==> src/common/cmdf_map.svh <==
// Functional notes
// - direction bit 1 moves into the register field operand, 0 from it.
// - width bit 1 selects a 16-bit word operation, 0 an 8-bit byte.
// - sign-extension bit 0 takes a full 16-bit immediate from the stream.
// - sign-extension bit 1 takes one immediate byte and sign-extends it.
// - of two clock counts, the smaller is for register, larger for memory.
// - one extra clock when the address calculation sums three elements.
// - protected-only instruction in real mode raises undefined opcode, 6.
// - real mode word access at offset FFFF raises segment overrun, 13.
// - real mode keeps privilege field and nested-task flag at zero.
// - real mode coprocessor operand past segment limit raises vector 9.
// - marked instructions assert bus lock automatically, prefix or not.
// - protected limit or access breach raises 13; stack limit raises 12.
// - protected segment load checks privilege; absent gives 11, stack 12.
// - descriptor table accesses of such instructions assert bus lock.
// - protected I/O-sensitive op faults 13 if privilege above field.
// - loaded flags keep interrupt enable if privilege > field; field at 0.
// - selector privilege failure: no fault, no result, zero flag cleared.
// - escape raises 13 or 12 before execution, 9 on transfer overrun.
// - transfer target outside code segment limit raises 13.
// - transfer to another code segment breaking privilege raises 13.
// - 1010000w, address low then high, loads accumulator, 5 clocks.
`ifndef CMDF_MAP_SVH
`define CMDF_MAP_SVH

// opcode patterns
`define CMDF_OP_MOVRM   6'h22
`define CMDF_OP_IMMRM   7'h63
`define CMDF_OP_IMMR    4'hB
`define CMDF_OP_MTOA    7'h50
`define CMDF_OP_ATOM    7'h51
`define CMDF_OP_RMTOS   8'h8E
`define CMDF_OP_STORM   8'h8C
`define CMDF_OP_PUSHI   7'h34

// register field codes
`define CMDF_REG_SS     3'h2
`define CMDF_REG_ACC    3'h0

// exception vectors
`define CMDF_VEC_UD     8'h06
`define CMDF_VEC_COP    8'h09
`define CMDF_VEC_NP     8'h0B
`define CMDF_VEC_SS     8'h0C
`define CMDF_VEC_GP     8'h0D

// offset that makes a word access overrun
`define CMDF_OFS_LAST   16'hFFFF

// clock counts
`define CMDF_CLK_REG    5'h02
`define CMDF_CLK_MWR    5'h03
`define CMDF_CLK_MRD    5'h05
`define CMDF_CLK_MTOA   5'h05
`define CMDF_CLK_ATOM   5'h03
`define CMDF_CLK_PUSHI  5'h03
`define CMDF_CLK_SEGPR  5'h11
`define CMDF_CLK_SEGPM  5'h13
`define CMDF_CLK_EA3    5'h01

// flag word layout and reset
`define CMDF_FLG_IF     9
`define CMDF_FLG_IO_PRIVILEGE_FIELD   12
`define CMDF_FLG_NT     14
`define CMDF_FLG_RST    16'h0000

`endif

==> src/common/cmdf_pkg.sv <==
package cmdf_pkg;

   typedef enum logic [2:0] {
      S_OPC = 3'b000,
      S_MRM = 3'b001,
      S_DSP = 3'b010,
      S_IMM = 3'b011,
      S_CHK = 3'b100
   } cmdf_state_t;

   typedef enum logic [3:0] {
      K_NONE  = 4'b0000,
      K_RTORM = 4'b0001,
      K_RMTOR = 4'b0010,
      K_IMMRM = 4'b0011,
      K_IMMR  = 4'b0100,
      K_MTOA  = 4'b0101,
      K_ATOM  = 4'b0110,
      K_RMTOS = 4'b0111,
      K_STORM = 4'b1000,
      K_PUSHI = 4'b1001
   } cmdf_kind_t;

   typedef logic [7:0] cmdf_vec_t;

   typedef struct packed {
      cmdf_state_t state;
      cmdf_kind_t  kind;
      logic [7:0]  opc;
      logic [7:0]  mrm;
      logic [7:0]  dlo;
      logic [7:0]  dhi;
      logic [7:0]  ilo;
      logic [7:0]  ihi;
      logic [1:0]  dlen;
      logic [1:0]  ilen;
      logic        cnt;
      logic        opV;
      logic        dirToReg;
      logic        wide;
      logic [2:0]  regField;
      logic [15:0] operand;
      logic [15:0] address;
      logic [4:0]  clocks;
      logic        fV;
      cmdf_vec_t   vector;
      logic        zClr;
      logic        lock;
      logic [15:0] flags;
   } cmdf_st_t;

endpackage

==> src/core/cmdf_imm_form.sv <==
`timescale 1ns/10ps
module cmdf_imm_form (
   // bytes in stream order
   input  wire logic [7:0]  lo,
   input  wire logic [7:0]  hi,
   // form selection
   input  wire logic        wide,
   input  wire logic        sext,
   // 16-bit result
   output logic      [15:0] value
);
   always_comb begin
      if (sext) begin
         value = {{8{lo[7]}}, lo};
      end else if (wide) begin
         value = {hi, lo};
      end else begin
         value = {8'h00, lo};
      end
   end
endmodule

==> src/core/cmdf_decoder.sv <==
`timescale 1ns/10ps
`include "cmdf_map.svh"
module cmdf_decoder (
   // clock and reset
   input  wire logic                clock,
   input  wire logic                rst,
   // instruction byte stream
   input  wire logic                byteValid,
   input  wire logic [7:0]          byteData,
   output logic                     byteReady,
   // operating state
   input  wire logic                protMode,
   input  wire logic [1:0]          currentPrivilegeLevel,
   // check request and answer
   output logic                     checkReq,
   input  wire logic                chkValid,
   input  wire logic [15:0]         eaOffset,
   input  wire logic                attrProtOnly,
   input  wire logic                attrIoSens,
   input  wire logic                attrEsc,
   input  wire logic                attrSelCheck,
   input  wire logic                attrSegLoad,
   input  wire logic                attrSsDest,
   input  wire logic                attrXfer,
   input  wire logic                attrFarXfer,
   input  wire logic                limitFail,
   input  wire logic                accessFail,
   input  wire logic                stackLimitFail,
   input  wire logic                segPrivFail,
   input  wire logic                segPresent,
   input  wire logic                targetOutOfLimit,
   input  wire logic                copOverrun,
   // bus lock
   input  wire logic                attrAutoLock,
   input  wire logic                descAccess,
   output logic                     lockOut,
   // flag word load
   input  wire logic                flagLoadValid,
   input  wire logic [15:0]         flagLoadData,
   output logic      [15:0]         flagWord,
   // decoded operation
   output logic                     opValid,
   output cmdf_pkg::cmdf_kind_t     opKind,
   output logic                     opDirToReg,
   output logic                     opWord,
   output logic      [2:0]          opRegField,
   output logic      [7:0]          opModrm,
   output logic      [15:0]         opOperand,
   output logic      [15:0]         opAddress,
   output logic      [4:0]          opClocks,
   // fault and selector results
   output logic                     faultValid,
   output cmdf_pkg::cmdf_vec_t      faultVector,
   output logic                     zeroResultFlagClear
);
   import cmdf_pkg::*;

   cmdf_st_t s_q;
   cmdf_st_t s_d;
   logic [15:0] immValue;
   logic [15:0] dispValue;
   logic        immWide;
   logic        immSext;
   logic        memOp;
   logic        isDirect;
   logic        threeEa;
   logic        segLoad;
   logic        ssDest;
   logic [1:0]  ioPrivilegeField;
   logic [15:0] chkOffset;
   logic        faultHit;
   cmdf_vec_t   faultVec;
   logic [15:0] nextFlags;

   function automatic cmdf_kind_t kindOf(input logic [7:0] o);
      if (o[7:2] == `CMDF_OP_MOVRM) begin
         kindOf = o[1] ? K_RMTOR : K_RTORM;
      end else if (o[7:1] == `CMDF_OP_IMMRM) begin
         kindOf = K_IMMRM;
      end else if (o[7:4] == `CMDF_OP_IMMR) begin
         kindOf = K_IMMR;
      end else if (o[7:1] == `CMDF_OP_MTOA) begin
         kindOf = K_MTOA;
      end else if (o[7:1] == `CMDF_OP_ATOM) begin
         kindOf = K_ATOM;
      end else if (o == `CMDF_OP_RMTOS) begin
         kindOf = K_RMTOS;
      end else if (o == `CMDF_OP_STORM) begin
         kindOf = K_STORM;
      end else if ({o[7:2], o[0]} == `CMDF_OP_PUSHI) begin
         kindOf = K_PUSHI;
      end else begin
         kindOf = K_NONE;
      end
   endfunction
   function automatic logic hasModrm(input cmdf_kind_t k);
      hasModrm = (k == K_RTORM) || (k == K_RMTOR) || (k == K_IMMRM) ||
                 (k == K_RMTOS) || (k == K_STORM);
   endfunction
   function automatic logic [1:0] immLen(input cmdf_kind_t k,
                                         input logic [7:0] o);
      case (k)
         K_IMMRM: immLen = o[0] ? 2'h2 : 2'h1;
         K_IMMR:  immLen = o[3] ? 2'h2 : 2'h1;
         K_PUSHI: immLen = o[1] ? 2'h1 : 2'h2;
         default: immLen = 2'h0;
      endcase
   endfunction
   function automatic logic [1:0] dispLen(input logic [7:0] m);
      case (m[7:6])
         2'h0:    dispLen = (m[2:0] == 3'h6) ? 2'h2 : 2'h0;
         2'h1:    dispLen = 2'h1;
         2'h2:    dispLen = 2'h2;
         default: dispLen = 2'h0;
      endcase
   endfunction
   function automatic logic [4:0] clockCount(input cmdf_kind_t k,
                                             input logic mem,
                                             input logic three,
                                             input logic prot);
      logic [4:0] base;
      base = 5'h00;
      case (k)
         K_RTORM, K_IMMRM, K_STORM:
            base = mem ? `CMDF_CLK_MWR : `CMDF_CLK_REG;
         K_RMTOR: base = mem ? `CMDF_CLK_MRD : `CMDF_CLK_REG;
         K_IMMR:  base = `CMDF_CLK_REG;
         K_MTOA:  base = `CMDF_CLK_MTOA;
         K_ATOM:  base = `CMDF_CLK_ATOM;
         K_PUSHI: base = `CMDF_CLK_PUSHI;
         K_RMTOS: begin
            if (prot) begin
               base = mem ? `CMDF_CLK_SEGPM : `CMDF_CLK_SEGPR;
            end else begin
               base = mem ? `CMDF_CLK_MRD : `CMDF_CLK_REG;
            end
         end
         default: base = 5'h00;
      endcase
      if (mem && three && hasModrm(k)) begin
         base = base + `CMDF_CLK_EA3;
      end
      clockCount = base;
   endfunction

   // immediate and displacement forming
   assign immWide = (s_q.kind == K_IMMR) ? s_q.opc[3] :
                    (s_q.kind >= K_RMTOS) ? 1'b1 : s_q.opc[0];
   assign immSext = (s_q.kind == K_PUSHI) && s_q.opc[1];
   cmdf_imm_form u_imm (
      .lo    (s_q.ilo),
      .hi    (s_q.ihi),
      .wide  (immWide),
      .sext  (immSext),
      .value (immValue)
   );
   cmdf_imm_form u_disp (
      .lo    (s_q.dlo),
      .hi    (s_q.dhi),
      .wide  (s_q.dlen == 2'h2),
      .sext  (s_q.dlen == 2'h1),
      .value (dispValue)
   );

   assign isDirect = (s_q.kind == K_MTOA) || (s_q.kind == K_ATOM) ||
                     (hasModrm(s_q.kind) && s_q.mrm[7:6] == 2'h0 &&
                      s_q.mrm[2:0] == 3'h6);
   assign memOp    = (s_q.kind == K_MTOA) || (s_q.kind == K_ATOM) ||
                     (hasModrm(s_q.kind) && s_q.mrm[7:6] != 2'h3);
   assign threeEa  = ^s_q.mrm[7:6] && !s_q.mrm[2];
   assign segLoad  = (s_q.kind == K_RMTOS) || attrSegLoad;
   assign ssDest   = (s_q.kind == K_RMTOS) ?
                     (s_q.mrm[5:3] == `CMDF_REG_SS) : attrSsDest;
   assign chkOffset = isDirect ? dispValue : eaOffset;
   assign ioPrivilegeField = s_q.flags[`CMDF_FLG_IO_PRIVILEGE_FIELD +: 2];

   // fault selection, highest priority first
   always_comb begin
      faultHit = 1'b1;
      faultVec = `CMDF_VEC_GP;
      if (!protMode) begin
         if (attrProtOnly) begin
            faultVec = `CMDF_VEC_UD;
         end else if (memOp && immWide && chkOffset == `CMDF_OFS_LAST) begin
            faultVec = `CMDF_VEC_GP;
         end else if (copOverrun) begin
            faultVec = `CMDF_VEC_COP;
         end else begin
            faultHit = 1'b0;
         end
      end else begin
         if (attrIoSens &&
             currentPrivilegeLevel > ioPrivilegeField) begin
            faultVec = `CMDF_VEC_GP;
         end else if ((memOp || attrEsc) && stackLimitFail) begin
            faultVec = `CMDF_VEC_SS;
         end else if ((memOp || attrEsc) && (limitFail || accessFail)) begin
            faultVec = `CMDF_VEC_GP;
         end else if (segLoad && segPrivFail && !attrSelCheck) begin
            faultVec = `CMDF_VEC_GP;
         end else if (segLoad && !segPresent) begin
            faultVec = ssDest ? `CMDF_VEC_SS : `CMDF_VEC_NP;
         end else if (attrXfer && targetOutOfLimit) begin
            faultVec = `CMDF_VEC_GP;
         end else if (attrXfer && attrFarXfer && segPrivFail) begin
            faultVec = `CMDF_VEC_GP;
         end else if (copOverrun) begin
            faultVec = `CMDF_VEC_COP;
         end else begin
            faultHit = 1'b0;
         end
      end
   end

   // flag word load
   always_comb begin
      nextFlags = flagLoadData;
      if (!protMode) begin
         nextFlags[`CMDF_FLG_IO_PRIVILEGE_FIELD +: 2] = 2'h0;
         nextFlags[`CMDF_FLG_NT]        = 1'b0;
      end else begin
         if (currentPrivilegeLevel > ioPrivilegeField) begin
            nextFlags[`CMDF_FLG_IF] = s_q.flags[`CMDF_FLG_IF];
         end
         if (currentPrivilegeLevel != 2'h0) begin
            nextFlags[`CMDF_FLG_IO_PRIVILEGE_FIELD +: 2] = ioPrivilegeField;
         end
      end
   end

   always_comb begin
      s_d      = s_q;
      s_d.opV  = 1'b0;
      s_d.fV   = 1'b0;
      s_d.zClr = 1'b0;
      // lock follows the marked instruction while it is in flight
      s_d.lock = ((s_q.state != S_OPC) && attrAutoLock) ||
                 (protMode && descAccess && segLoad);
      if (flagLoadValid) begin
         s_d.flags = nextFlags;
      end else if (!protMode) begin
         s_d.flags[`CMDF_FLG_IO_PRIVILEGE_FIELD +: 2] = 2'h0;
         s_d.flags[`CMDF_FLG_NT]        = 1'b0;
      end
      case (s_q.state)
         S_OPC: begin
            if (byteValid) begin
               s_d.opc  = byteData;
               s_d.kind = kindOf(byteData);
               s_d.mrm  = 8'h00;
               s_d.cnt  = 1'b0;
               s_d.dlen = 2'h0;
               s_d.ilen = immLen(kindOf(byteData), byteData);
               if (hasModrm(kindOf(byteData))) begin
                  s_d.state = S_MRM;
               end else if (kindOf(byteData) == K_MTOA ||
                            kindOf(byteData) == K_ATOM) begin
                  s_d.dlen  = 2'h2;
                  s_d.state = S_DSP;
               end else if (immLen(kindOf(byteData), byteData) != 2'h0) begin
                  s_d.state = S_IMM;
               end else begin
                  s_d.state = S_CHK;
               end
            end
         end
         S_MRM: begin
            if (byteValid) begin
               s_d.mrm  = byteData;
               s_d.dlen = dispLen(byteData);
               if (dispLen(byteData) != 2'h0) begin
                  s_d.state = S_DSP;
               end else if (s_q.ilen != 2'h0) begin
                  s_d.state = S_IMM;
               end else begin
                  s_d.state = S_CHK;
               end
            end
         end
         S_DSP: begin
            if (byteValid) begin
               // low byte first, then high byte
               if (!s_q.cnt) begin
                  s_d.dlo = byteData;
               end else begin
                  s_d.dhi = byteData;
               end
               s_d.cnt = !s_q.cnt;
               if ({1'b0, s_q.cnt} == s_q.dlen - 2'h1) begin
                  s_d.cnt   = 1'b0;
                  s_d.state = (s_q.ilen != 2'h0) ? S_IMM : S_CHK;
               end
            end
         end
         S_IMM: begin
            if (byteValid) begin
               if (!s_q.cnt) begin
                  s_d.ilo = byteData;
               end else begin
                  s_d.ihi = byteData;
               end
               s_d.cnt = !s_q.cnt;
               if ({1'b0, s_q.cnt} == s_q.ilen - 2'h1) begin
                  s_d.cnt   = 1'b0;
                  s_d.state = S_CHK;
               end
            end
         end
         S_CHK: begin
            if (chkValid) begin
               s_d.state = S_OPC;
               if (faultHit) begin
                  s_d.fV     = 1'b1;
                  s_d.vector = faultVec;
               end else if (attrSelCheck && segPrivFail) begin
                  s_d.zClr = 1'b1;
               end else begin
                  s_d.opV      = 1'b1;
                  s_d.wide     = immWide;
                  s_d.operand  = immValue;
                  s_d.address  = isDirect ? dispValue : eaOffset;
                  s_d.clocks = clockCount(s_q.kind, memOp, threeEa, protMode);
                  case (s_q.kind)
                     K_RTORM, K_RMTOR: s_d.dirToReg = s_q.opc[1];
                     K_MTOA, K_IMMR, K_RMTOS: s_d.dirToReg = 1'b1;
                     default: s_d.dirToReg = 1'b0;
                  endcase
                  if (s_q.kind == K_IMMR) begin
                     s_d.regField = s_q.opc[2:0];
                  end else if (s_q.kind == K_MTOA || s_q.kind == K_ATOM) begin
                     s_d.regField = `CMDF_REG_ACC;
                  end else begin
                     s_d.regField = s_q.mrm[5:3];
                  end
               end
            end
         end
         default: s_d.state = S_OPC;
      endcase
   end

   always_ff @(posedge clock) begin
      if (rst) begin
         s_q       <= '0;
         s_q.flags <= `CMDF_FLG_RST;
      end else begin
         s_q <= s_d;
      end
   end

   assign byteReady           = (s_q.state != S_CHK);
   assign checkReq            = (s_q.state == S_CHK);
   assign lockOut             = s_q.lock;
   assign flagWord            = s_q.flags;
   assign opValid             = s_q.opV;
   assign opKind              = s_q.kind;
   assign opDirToReg          = s_q.dirToReg;
   assign opWord              = s_q.wide;
   assign opRegField          = s_q.regField;
   assign opModrm             = s_q.mrm;
   assign opOperand           = s_q.operand;
   assign opAddress           = s_q.address;
   assign opClocks            = s_q.clocks;
   assign faultValid          = s_q.fV;
   assign faultVector         = s_q.vector;
   assign zeroResultFlagClear = s_q.zClr;

endmodule

==> config.mk <==
export PLATFORM = sky130hd
export DESIGN_NAME = cmdf_decoder
export DESIGN_NICKNAME = d
export VERILOG_FILES = /design/src/common/cmdf_pkg.sv /design/src/core/cmdf_imm_form.sv /design/src/core/cmdf_decoder.sv
export VERILOG_INCLUDE_DIRS = /design/src /design/src/common
export SDC_FILE = /design/constraint.sdc
export NUM_CORES = 1
export LEC_CHECK = 0
export ABC_CLOCK_PERIOD_IN_PS = 2800
export BUFFER_PORTS_ARGS = -buffer_cell sky130_fd_sc_hd__buf_2
export CORE_UTILIZATION = 49
export DETAILED_ROUTE_END_ITERATION = 10
export GPL_ROUTABILITY_DRIVEN = 0
export PLACE_DENSITY = 0.79
export SYNTH_ARGS = -nofsm -noshare
export SYNTH_HDL_FRONTEND = slang
export SYNTH_SLANG_ARGS = --single-unit
==> constraint.sdc <==
create_clock -name clock -period 2.8 [get_ports clock]
set_input_delay 0.56 -clock clock [delete_from_list [all_inputs] [get_ports clock]]
set_output_delay 0.56 -clock clock [all_outputs]
set_load 0.05 [all_outputs]
-- Word-level counts from Yosys, hierarchy flattened
Cells that the tools add are included.
- $add $sub $neg: 3
- magnitude comparators: 2
- equality and inequality tests: 55
- multiplexer cells: 109
- bitwise operators: 5
- reduce and logical (&&, ||, !) cells: 71
- operators with widths (cell ; number):
    $mux W16 ; 5
    $mux W4 ; 18
    $mux W8 ; 9
    $mux W3 ; 19
    $mux W43 ; 1
    $eq A4 B3 Y1 const B ; 9
    $mux W5 ; 7
    $mux W2 ; 16
    $pmux W5 S6 ; 1
    $eq A4 B4 Y1 const B ; 6
    $mux W1 ; 23
    $mux W23 ; 1
    $logic_and A1 B1 Y1 ; 22
    $eq A7 B7 Y1 const B ; 3
    $eq A4 B2 Y1 const B ; 5
    $ne A2 B2 Y1 const B ; 9
    $pmux W2 S3 ; 3
    $reduce_and A3 Y1 ; 6
    $eq A16 B16 Y1 const B ; 1
    $eq A8 B8 Y1 const B ; 2
    $logic_or A1 B1 Y1 ; 16
    $pmux W8 S2 ; 1
    $pmux W3 S5 ; 1
    $reduce_bool A2 Y1 ; 5
    other kinds (31) ; 56
- register bits: 130
- input bits: 65
- output and inout port bits: 84
- word-level logic and storage cells: 271

-- Longest topological paths before layout
Gate-level depths: netlist of run 1.
- depth after elaboration: 37
- gate-level depth with buffers: 12

-- Hierarchy
A second synthesis of run 1 with hierarchy kept.
- cell total of the unflattened synthesis: 868
- area total of the unflattened synthesis: 7136.8 um2
- modules (own cells, without submodules) (module ; times used ; cells an instance ; area each (um2) ; sequential area each (um2)):
    cmdf_decoder ; 1 ; 828 ; 6829.0 ; 2442.3
    cmdf_imm_form ; 2 ; 20 ; 153.9 ; 0.0

-- Least setup slack after synthesis of run 1
Ideal clock, no wire load.
- kind: reg-to-reg
- start: register s_q, in the netlist opModrm[6]
- end: register s_q, in the netlist opClocks[1]
- library setup time: 0.119 ns
- data arrival time: 2.584 ns
- required time: 2.681 ns
- path slack: 0.096 ns
- stages on the path, launching flop included: 13
- buffers on the path: 0
- clock period less this slack: 2.704 ns
- cell sequence: dfxtp_1 ha_1 and3_1 nor4_1 nor2_1 ha_1 o21bai_1 a21oi_1 o22ai_1 ha_1 mux2_2 nand4_1 o21ai_1
- word-level cells in the longest chain between the ends: 12
- ends and longest elaborated chain (item ; line ; RTL):
    start: declaration ; cmdf_decoder.sv:58 ; cmdf_st_t s_q;
    $ne A2 B2 Y1 or $logic_not A2 Y1 (tied branches) ; cmdf_decoder.sv:169, cmdf_decoder.sv:166 ;
    $logic_and A1 B1 Y1 (on tied branches) ; cmdf_decoder.sv:169, cmdf_decoder.sv:166 ;
    $logic_or A1 B1 Y1 or $logic_and A1 B1 Y1 (tied branches) ; cmdf_decoder.sv:168, cmdf_decoder.sv:166 ;
    $mux W3 (no line), or another cell as far along ; -- ;
    $mux W5 or $mux W16 (tied branches) ; cmdf_decoder.sv:132, cmdf_decoder.sv:174 ;
    $pmux W5 S6 or $eq A16 B16 Y1 (tied branches) ; -- ;
    $mux W5 or $logic_and A1 B1 Y1 (tied branches) ; -- ;
    $mux W5 or $mux W1 (tied branches) ; cmdf_decoder.sv:312, cmdf_decoder.sv:184 ;
    $mux W5 or $mux W1 (tied branches) ; cmdf_decoder.sv:310, cmdf_decoder.sv:182 ;
    $mux W5 or $mux W1 (tied branches) ; cmdf_decoder.sv:245, cmdf_decoder.sv:181 ;
    $add A5 B1 Y5 (no line) or $not A1 Y1 (tied branches) ; -- ;
    $mux W5 or $reduce_and A4 Y1 (tied branches) ; -- ;
Several ways; a longest one is shown, not always the timed one. The select of a mux whose other input is x is not followed.
A chain may end at the register's enable or synchronous reset.

-- Final worst setup path of run 1
- start: register s_q, in the netlist opModrm[6]
- end: register s_q, in the netlist opAddress[5]
- word-level cells in the longest chain between the ends: 12
- ends and longest elaborated chain (item ; line ; RTL):
    $logic_not A2 Y1 ; cmdf_decoder.sv:166 ; (hasModrm(s_q.kind) && s_q.mrm[7:6] == 2'h0 &&
    $logic_and A1 B1 Y1 (2 in a row) ; cmdf_decoder.sv:166 ;
    $logic_or A1 B1 Y1 ; cmdf_decoder.sv:165 ; assign isDirect = (s_q.kind == K_MTOA) || (s_q.kind == K_ATOM) ||
    $mux W16 ; cmdf_decoder.sv:174, cmdf_decoder.sv:321 ;
    $eq A16 B16 Y1 (no line) ; -- ;
    $logic_and A1 B1 Y1 (no line) ; -- ;
    $mux W1 ; cmdf_decoder.sv:184 ; end else if (memOp && immWide && chkOffset == `CMDF_OFS_LAST) begin
    $mux W1 ; cmdf_decoder.sv:182 ; if (attrProtOnly) begin
    $mux W1 ; cmdf_decoder.sv:181 ; if (!protMode) begin
    $not A1 Y1 (no line) ; -- ;
    $reduce_and A4 Y1 (no line) ; -- ;
Several ways; a longest one is shown, not always the timed one.

==> out/results.ini, run 1 <==
[status]
status=finished clean

[detailed_routing]
totalWireLength_mm=16.6
ant_nets=0
vias=5906
wl_per_cell_um=16.0
vias_per_cell=5.67
dr.pass1.iters=5
drc=0
drt-initial-drc-count=575

[global_route]
grt_max_degree=61
grt.overflow.total=0
use_met3_pct=5.33
met1_usage_pct=31.9
grt.busiest_layer=met2
grt_util_met2_pct=39.3
grt_pass1_wl_mm=25.6
grt_pass1_vias=5337
track_usage_pct=24.6
antenna_found_initial=0

[sta]
fin_skew_ps=6.98
hold_slack_ps=385
hold_viol=0
fin_crit_sh_pct=96.7
max_freq_mhz=369
layout_min_cycle_time_ps=2710
finalSetupTns_ps=0
maxSlewViolCount=0
worst-slew-pin-transition_ps=675
setup_viol=0
rsz0062_at_grt=yes
relSlewSlack_pct=54.6

[worst_setup_path]
path_class=reg -> reg
startpoint_type=flop
crit_fanout=11
worstRegToRegCells=10
crit_required_ps=3130
worstPathArrival_ps=3030
worst_setup_path_end_kind=flop

[cells_and_area]
fillers=1119
final_cell_area_sq_um=7510
antenna_cells=0
fin_util_pct=59.2
nNetsFinal=931
drive_above_1_share_pct=25.7
syn_to_final_growth_pct=17.8

[clock_tree]
cts_tree=done
cts_max_level=4
clk_path_buf_depth=2
clk_latency_ps=410
clock_sinks=122
numCtsBuffers=17
cts-root-buf=clkbuf_16
clk_pin_slew_worst_paths_ps=50

[hold_path]
whs_path_depth=3
worstHoldPathType=in -> reg

[power_and_ir_drop]
finalPower_mw=5.08
p_leak_nw=3.16
pwr_density_cell_nw_per_um2=676
ir_drop_v=0.000417

[synthesis]
synth_most_common_cell=dfxtp_1
synth_commonest_cells=dfxtp_1, nor2_1, buf_4
synth.area.top_cells=dfxtp_1, buf_4, mux2i_1, a21oi_1, nor2_1
syn-cell-area_sq_um=6370
netlist_instances=783
synth_top_area_share_pct=38.3
synthDistinctLibCells=69
post-synth-top-area-cell=dfxtp_1
synth.avg_cell_area_sq_um=8.14
synth_ff_type=dfxtp_1
yosysSeqAreaShare_pct=38.3
ys_seq_elements=122
async_flop_share_pct=0
yosysWarningCount=0
synth_edf_count=0

[floorplanning]
die_y_um=116
die-area_sq_um=13500
pin_count=149
die_x_um=116
start_util_pct=50.3
core_area_sq_um=12700
num_rows=41

[placement]
place_hpwl_mm=11.7
numPortBuffers=144
placed_area_sq_um=6800

[flow_run]
maxCapViolations=0

==> logic make-up after synthesis <==
group / count (synthesis) / share of synthesized area, %
AO/OA/AOI/OAI: 192 / 19.1
multiplexers: 45 / 7.09
AND/OR/NAND/NOR: 254 / 19.1
adder cells (fa/ha/maj): 11 / 2.12
buffers and inverters: 155 / 13.8
other: 1 / 0.0589
XOR/XNOR: 3 / 0.412
flip-flops: 122 / 38.3
==> through the flow <==
stage	setup WS [ps]	std cells
2_1_floorplan	96.5	786
4_1_cts	57.0	1040
5_1_grt	-25.7	1041
3_5_place_dp	-40.0	1008
6_report	93.3	1041
3_3_place_gp	30.6	1008
==> path summary, 6_finish.rpt <==
check / startpoint / endpoint / slack, ps
setup / recovery: opModrm[6] / opAddress[5] / 90
setup reg to reg: opModrm[6] / opAddress[5] / 90
hold / removal: flagLoadData[0] / flagWord[0] / 390
hold reg to reg: opAddress[10] / opAddress[10] / 450
==> critical path: stages, from the launching register on <==
cell and delay, ps:
dfxtp_1 360, inv_1 70, ha_1 190, and4b_1 220, a311o_1 380, or2_1 240, a31o_2 250, o211ai_2 330
clkbuf_4 300, a21oi_1 90, a211oi_1 200
==> cells in the final DEF (no fill, tap or decap), drive strengths merged, types with 5 or more instances in the layout <==
cell,instances
buf,176
dfxtp,122
nor2,82
a21oi,73
nand2,65
mux2i,44
nand3,41
o21ai,39
inv,28
clkbuf,23
a211oi,20
nor3,12
ha,10
nand4,9
o2bb2ai,9
nand2b,8
a311oi,8
bufinv,5
==> area by class of cell <==
class | instances | area [sq um] | share of cell area, %
timing repair buffer | 177 | 985 | 13.1
clock inverter | 10 | 188 | 2.50
inverter | 29 | 109 | 1.45
tap | 172 | 215 | 2.87
multi-input combinational | 509 | 3080 | 41.1
sequential | 122 | 2440 | 32.5
clock buffer | 22 | 484 | 6.45
==> flip-flops by register name, indices dropped and copies added, names as in the netlist, 3 cells and up <==
signal and flops:
faultVector 4, flagWord 16, opAddress 16, opClocks 5, opKind 4, opModrm 8
opOperand 16, opRegField 3, s_q 44
==> report_power, final <==
group | switching, mW | leakage [nW] | total [mW] | internal [mW]
logic | 0.531 | 1.85 | 0.795 | 0.264
clock network | 0.772 | 0.323 | 2.45 | 1.67
registers | 0.0459 | 0.988 | 1.83 | 1.79
total | 1.35 | 3.16 | 5.08 | 3.73
==> repair_timing <==
action / CTS / global route
resized for setup: 1 / 7
setup buffers: 0 / 0
cloned: 0 / 1
setup endpoints to repair: 1 / 20
hold buffers: 0 / 0
==> layer usage <==
metal	vias up	part of all wire [%]
met5	-	0
li1	2848	-
met4	0	1.9
met2	291	47
met3	32	8.5
met1	2735	43
No activity file was read; power rests on OpenSTA's default activity.
==> run 2: changes to the inputs <==
- CORE_UTILIZATION: 49 -> 40
- PLACE_DENSITY: 0.79 -> 0.67
- SETUP_SLACK_MARGIN: not set -> 0.15
==> out/results.ini, run 2 (synthesis results as in run 1) <==
[sta]
fin_crit_sh_pct=94.7  ; was 96.7%
max_freq_mhz=377  ; was 369 MHz
worst-slew-pin-transition_ps=758  ; was 675 ps
layout_min_cycle_time_ps=2650  ; was 2710 ps
setup_viol=0  ; unchanged
worst_slack_ps=148  ; was 93.3 ps
fin_skew_ps=7.97  ; was 6.98 ps
maxSlewViolCount=0  ; unchanged
rsz0062_at_grt=yes  ; unchanged
relSlewSlack_pct=49.0  ; was 54.6%
finalSetupTns_ps=0  ; unchanged
hold_viol=0  ; unchanged

[clock_tree]
clk_latency_ps=420  ; was 410 ps
numCtsBuffers=17  ; unchanged
cts_max_level=4  ; unchanged
clk_pin_slew_worst_paths_ps=60  ; was 50 ps
cts_tree=done  ; unchanged
cts-root-buf=clkbuf_16  ; unchanged
clock_sinks=122  ; unchanged
cts_hold_buf=0  ; unchanged
clk_path_buf_depth=2  ; unchanged

[placement]
numPortBuffers=144  ; unchanged
pre_cts_ws_ps=26.5  ; was -40.0 ps
place_hpwl_mm=12.6  ; was 11.7 mm

[global_route]
track_usage_pct=21.3  ; was 24.6%
use_met3_pct=4.72  ; was 5.33%
grt_pass1_wl_mm=27.1  ; was 25.6 mm
grt.busiest_layer=met2  ; unchanged
antenna_found_initial=0  ; unchanged
grt_max_degree=42  ; was 61
met1_usage_pct=28.0  ; was 31.9%
grt_pass1_vias=5277  ; was 5337
grt.overflow.total=0  ; unchanged
grt_util_met2_pct=33.5  ; was 39.3%

[worst_setup_path]
r2r_slack_ps=150  ; was 90 ps
worstPathArrival_ps=3000  ; was 3030 ps
reg2reg_from=opModrm[6]  ; unchanged
path_class=reg -> reg  ; unchanged
crit_buf_inv=1  ; was 2
worst_setup_path_end_kind=flop  ; unchanged
worstReg2RegEnd=opClocks[4]  ; was opAddress[5]
crit_required_ps=3150  ; was 3130 ps
crit_family=simple AND/OR/NAND/NOR gates  ; was compound AO/OA/AOI/OAI gates
cpPeakStageDelay_ps=540  ; was 380 ps
worstRegToRegCells=9  ; was 10
crit_fanout=4  ; was 11
cp_cell_sequence=ha_2, nor2b_2, nor4_4, buf_4, o31ai_2, or4b_4, o211a_4, or4_1, a21oi_1  ; was inv_1, ha_1, and4b_1, a311o_1, or2_1, a31o_2, o211ai_2, clkbuf_4, a21oi_1, a211oi_1
crit_path_top_delay_cell=or4b_4  ; was a311o_1
startpoint_type=flop  ; unchanged

[hold_path]
worstHoldPathType=in -> reg  ; unchanged
hold_end=flagWord[15]  ; was flagWord[0]
hp-start=flagLoadData[15]  ; was flagLoadData[0]
whs_path_depth=3  ; unchanged

[floorplanning]
num_rows=45  ; was 41
die_x_um=128  ; was 116 um
core_area_sq_um=15400  ; was 12700 sq um
die_y_um=128  ; was 116 um
die-area_sq_um=16400  ; was 13500 sq um
start_util_pct=41.4  ; was 50.3%
pin_count=149  ; unchanged

[cells_and_area]
drive_above_1_share_pct=28.1  ; was 25.7%
largest_reg_flops=44  ; unchanged
antenna_cells=0  ; unchanged
nNetsFinal=948  ; was 931
largest_register=s_q  ; unchanged
final_common_cell=buf_2  ; unchanged
regArea_sq_um=2450  ; was 2440 sq um
syn_to_final_growth_pct=22.5  ; was 17.8%
multi_input_area_sq_um=3160  ; was 3080 sq um
fillers=1481  ; was 1119
mostFrequentLayoutCells=buf_2, dfxtp_1, nor2_1, a21oi_1, nand2_1  ; unchanged

[power_and_ir_drop]
pwr_density_cell_nw_per_um2=647  ; was 676 nW/um^2
ir_drop_v=0.000469  ; was 0.000417 V
p_leak_nw=3.26  ; was 3.16 nW

[detailed_routing]
vias_per_cell=5.32  ; was 5.67
dr.pass1.iters=6  ; was 5
totalWireLength_mm=17.8  ; was 16.6 mm
drc=0  ; unchanged
vias=5835  ; was 5906
drt-initial-drc-count=500  ; was 575
wl_per_cell_um=16.3  ; was 16.0 um
ant_nets=0  ; unchanged

[status]
status=finished clean  ; unchanged

[flow_run]
maxCapViolations=0  ; unchanged

## run 2: cell count changes in the layout (fill, tap and decap cells not counted), sizes merged
cell / previous run / this run
clkinvlp: 2 / 1
clkinv: 4 / 3
clkbuf: 23 / 26
buf: 176 / 191
## run 2: metal layers
metal  wire (um)  share of wire (%)  vias up
met5           0                  0        -
met2        8300                 47      214
met3        1120                6.3       27
met1        7990                 45     2730
li1            -                  -     2864
met4         397                2.2        0
## run 2: layout make-up
cell class,instances,area share [%]
clock buffer,23,5.87
inverter,29,1.39
sequential,122,31.4
tap,211,3.38
clock inverter,8,2.15
multi-input combinational,509,40.5
timing repair buffer,194,15.4
## run 2: timing repair
| item | 4_1_cts | 5_1_grt |
|---|---|---|
| endpoints found under the setup margin | 28 | 41 |
| resized for setup | 14 | 20 |
| gates cloned | 0 | 3 |
| pin swaps | 8 | 8 |
| setup buffers | 4 | 6 |
## run 2: per-stage QoR
| step | instances | utilization, % | total power, mW | hold slack [ps] | instance area [sq um] |
|---|---|---|---|---|---|
| floorplan | 786 | - | 2.43 | 424 | 6390 |
| finish | 1096 | 50.8 | 5.05 | 377 | 7800 |
| global route | 1096 | 50.8 | 5.24 | 370 | 7800 |
| global placement | 1052 | 44.9 | 2.64 | 436 | 6890 |
| detailed placement | 1052 | 44.9 | 2.65 | 438 | 6890 |
| CTS | 1087 | 49.5 | 5.02 | 362 | 7600 |
## run 2: power breakdown
group / internal [mW] / leakage (nW) / switching [mW]
clock: 1.59 / 0.301 / 0.766
sequential: 1.79 / 0.990 / 0.0445
combinational: 0.309 / 1.97 / 0.550
total: 3.69 / 3.26 / 1.36
## run 2: how the worst max path moves through the flow
stage | slack [ps] | depth (start not counted) | startpoint | end
4_1_cts | 130 | 11 | opKind[1] | opClocks[1]
3_3_place_gp | 50 | 8 | currentPrivilegeLevel[1] | opClocks[4]
6_report | 150 | 9 | opModrm[6] | opClocks[4]
3_5_place_dp | 30 | 8 | currentPrivilegeLevel[1] | opClocks[4]
5_1_grt | 60 | 12 | opKind[0] | opClocks[1]
2_1_floorplan | 180 | 12 | opModrm[6] | opClocks[1]
## run 2: worst min-delay path, cell delays in order
cell,delay [ps]
buf_2,70
mux2i_1,50
nor2_1,70
==> run 3: changes to the inputs <==
==> constraint.sdc (replaced) <==
create_clock -name clock -period 2.8 [get_ports clock]
set_input_delay 0.28 -clock clock [delete_from_list [all_inputs] [get_ports clock]]
set_output_delay 0.28 -clock clock [all_outputs]
set_load 0.05 [all_outputs]
==> out/results.ini, run 3 (synthesis results as in run 1) <==
[detailed_routing]
drc=0  ; unchanged
vias_per_cell=5.37  ; was 5.32
drt-initial-drc-count=437  ; was 500
dr.pass1.iters=5  ; was 6
wl_per_cell_um=16.0  ; was 16.3 um
totalWireLength_mm=17.3  ; was 17.8 mm
vias=5793  ; was 5835
ant_nets=0  ; unchanged

[global_route]
antenna_found_initial=0  ; unchanged
grt_max_degree=61  ; was 42
grt.overflow.total=0  ; unchanged
grt_pass1_wl_mm=27.6  ; was 27.1 mm
track_usage_pct=21.7  ; was 21.3%
grt_pass1_vias=5339  ; was 5277

[clock_tree]
cts_hold_buf=0  ; unchanged
cts-root-buf=clkbuf_16  ; unchanged
clk_latency_ps=420  ; about the same
cts_tree=done  ; unchanged
clk_pin_slew_worst_paths_ps=60  ; about the same
clk_path_buf_depth=2  ; unchanged
clock_sinks=122  ; unchanged
cts_max_level=4  ; unchanged
numCtsBuffers=17  ; unchanged

[sta]
fin_skew_ps=6.33  ; was 7.97 ps
layout_min_cycle_time_ps=2580  ; was 2650 ps
relSlewSlack_pct=52.0  ; was 49.0%
max_freq_mhz=388  ; was 377 MHz
fin_crit_sh_pct=92.0  ; was 94.7%
hold_viol=0  ; unchanged
worst_slack_ps=223  ; was 148 ps
setup_viol=0  ; unchanged
finalSetupTns_ps=0  ; unchanged
hold_slack_ps=87.3  ; was 377 ps
rsz0062_at_grt=yes  ; unchanged
maxSlewViolCount=0  ; unchanged
worst-slew-pin-transition_ps=714  ; was 758 ps

[cells_and_area]
fin_util_pct=49.3  ; was 50.8%
final_common_cell=buf_2  ; unchanged
drive_above_1_share_pct=26.4  ; was 28.1%
largest_register=s_q  ; unchanged
mostFrequentLayoutCells=buf_2, dfxtp_1, nor2_1, a21oi_1, nand2_1  ; unchanged
regArea_sq_um=2450  ; about the same
syn_to_final_growth_pct=18.8  ; was 22.5%
multi_input_area_sq_um=3140  ; was 3160 sq um
fillers=1544  ; was 1481
nNetsFinal=929  ; was 948
largest_reg_flops=44  ; unchanged
antenna_cells=0  ; unchanged

[floorplanning]
num_rows=45  ; unchanged
core_area_sq_um=15400  ; unchanged
pin_count=149  ; unchanged
die_y_um=128  ; unchanged
start_util_pct=41.4  ; unchanged
die_x_um=128  ; unchanged
die-area_sq_um=16400  ; unchanged

[power_and_ir_drop]
p_leak_nw=3.13  ; was 3.26 nW
finalPower_mw=4.95  ; was 5.05 mW
ir_drop_v=0.000465  ; was 0.000469 V
pwr_density_cell_nw_per_um2=654  ; was 647 nW/um^2

[worst_setup_path]
crit_family=simple AND/OR/NAND/NOR gates  ; unchanged
worstSetupStartpoint=opKind[0]  ; was opModrm[6]
worstPathArrival_ps=2930  ; was 3000 ps
crit_fanout=9  ; was 4
crit_required_ps=3160  ; was 3150 ps
path_class=reg -> reg  ; unchanged
worst_setup_path_end_kind=flop  ; unchanged
crit_buf_inv=1  ; unchanged
reg2reg_from=opKind[0]  ; was opModrm[6]
cp_cell_sequence=buf_4, nor2_1, nor4_4, o31ai_1, or4b_4, o211a_4, or4_1, a21oi_1  ; was ha_2, nor2b_2, nor4_4, buf_4, o31ai_2, or4b_4, o211a_4, or4_1, a21oi_1
cpPeakStageDelay_ps=550  ; was 540 ps
startpoint_type=flop  ; unchanged
crit_path_top_delay_cell=or4b_4  ; unchanged

[hold_path]
worstHoldPathType=in -> reg  ; unchanged
hp-start=flagLoadData[13]  ; was flagLoadData[15]

[placement]
numPortBuffers=144  ; unchanged
pre_cts_ws_ps=40.6  ; was 26.5 ps
place_hpwl_mm=12.6  ; about the same

[flow_run]
maxCapViolations=0  ; unchanged

[status]
status=finished clean  ; unchanged

[run 3: layer usage]
| metal | vias up | wire length [um] | part of all wire, % | global-route usage (%) |
|---|---|---|---|---|
| met5 | - | 0 | 0 | 0 |
| met4 | 0 | 342 | 2.0 | 8.17 |
| met3 | 25 | 1330 | 7.7 | 5.38 |
| met2 | 221 | 7810 | 45 | 34.2 |
| met1 | 2708 | 7800 | 45 | 28.4 |
| li1 | 2839 | - | - | - |
[run 3: worst paths after layout]
kind / end / slack (ps) / depth (start not counted)
setup / recovery: opClocks[4] / 220 / 8
hold / removal: flagWord[13] / 90 / 3
setup reg to reg: opClocks[4] / 220 / 8
hold reg to reg: faultVector[3] / 440 / 2
[run 3: power breakdown]
group	internal [mW]	leakage (nW)	total [mW]	switching, mW
clock	1.49	0.298	2.30	0.804
combinational	0.280	1.85	0.821	0.541
sequential	1.79	0.990	1.83	0.0459
total	3.56	3.13	4.95	1.39
[run 3: repair_timing]
| item | 4_1_cts | 5_1_grt |
|---|---|---|
| cloned | 0 | 0 |
| endpoints found under the setup margin | 11 | 43 |
| buffers inserted | 0 | 1 |
| hold endpoints to repair | 0 | 0 |
| pin swaps | 0 | 5 |
| resized for setup | 3 | 19 |
[run 3: final cells by class]
type                            count  area share (%)
Clock buffer                       22            6.40
Clock inverter                     10            1.85
Inverter                           29            1.44
Multi-Input combinational cell    509            41.5
Sequential cell                   122            32.3
Tap cell                          211            3.49
Timing Repair Buffer              175            13.0
[run 3: through the flow]
| step | instances | instance area, sq um |
|---|---|---|
| CTS | 1077 | 7490 |
| global route | 1078 | 7570 |
| detailed placement | 1045 | 6840 |
| global placement | 1045 | 6840 |
| floorplan | 786 | 6390 |
| finish | 1078 | 7570 |
[run 3: worst register-to-register path, stage by stage (launching register included)]
cell and delay, ps:
dfxtp_2 360, buf_4 160, nor2_1 250, nor4_4 100, o31ai_1 300, or4b_4 550, o211a_4 180, or4_1 470
a21oi_1 140
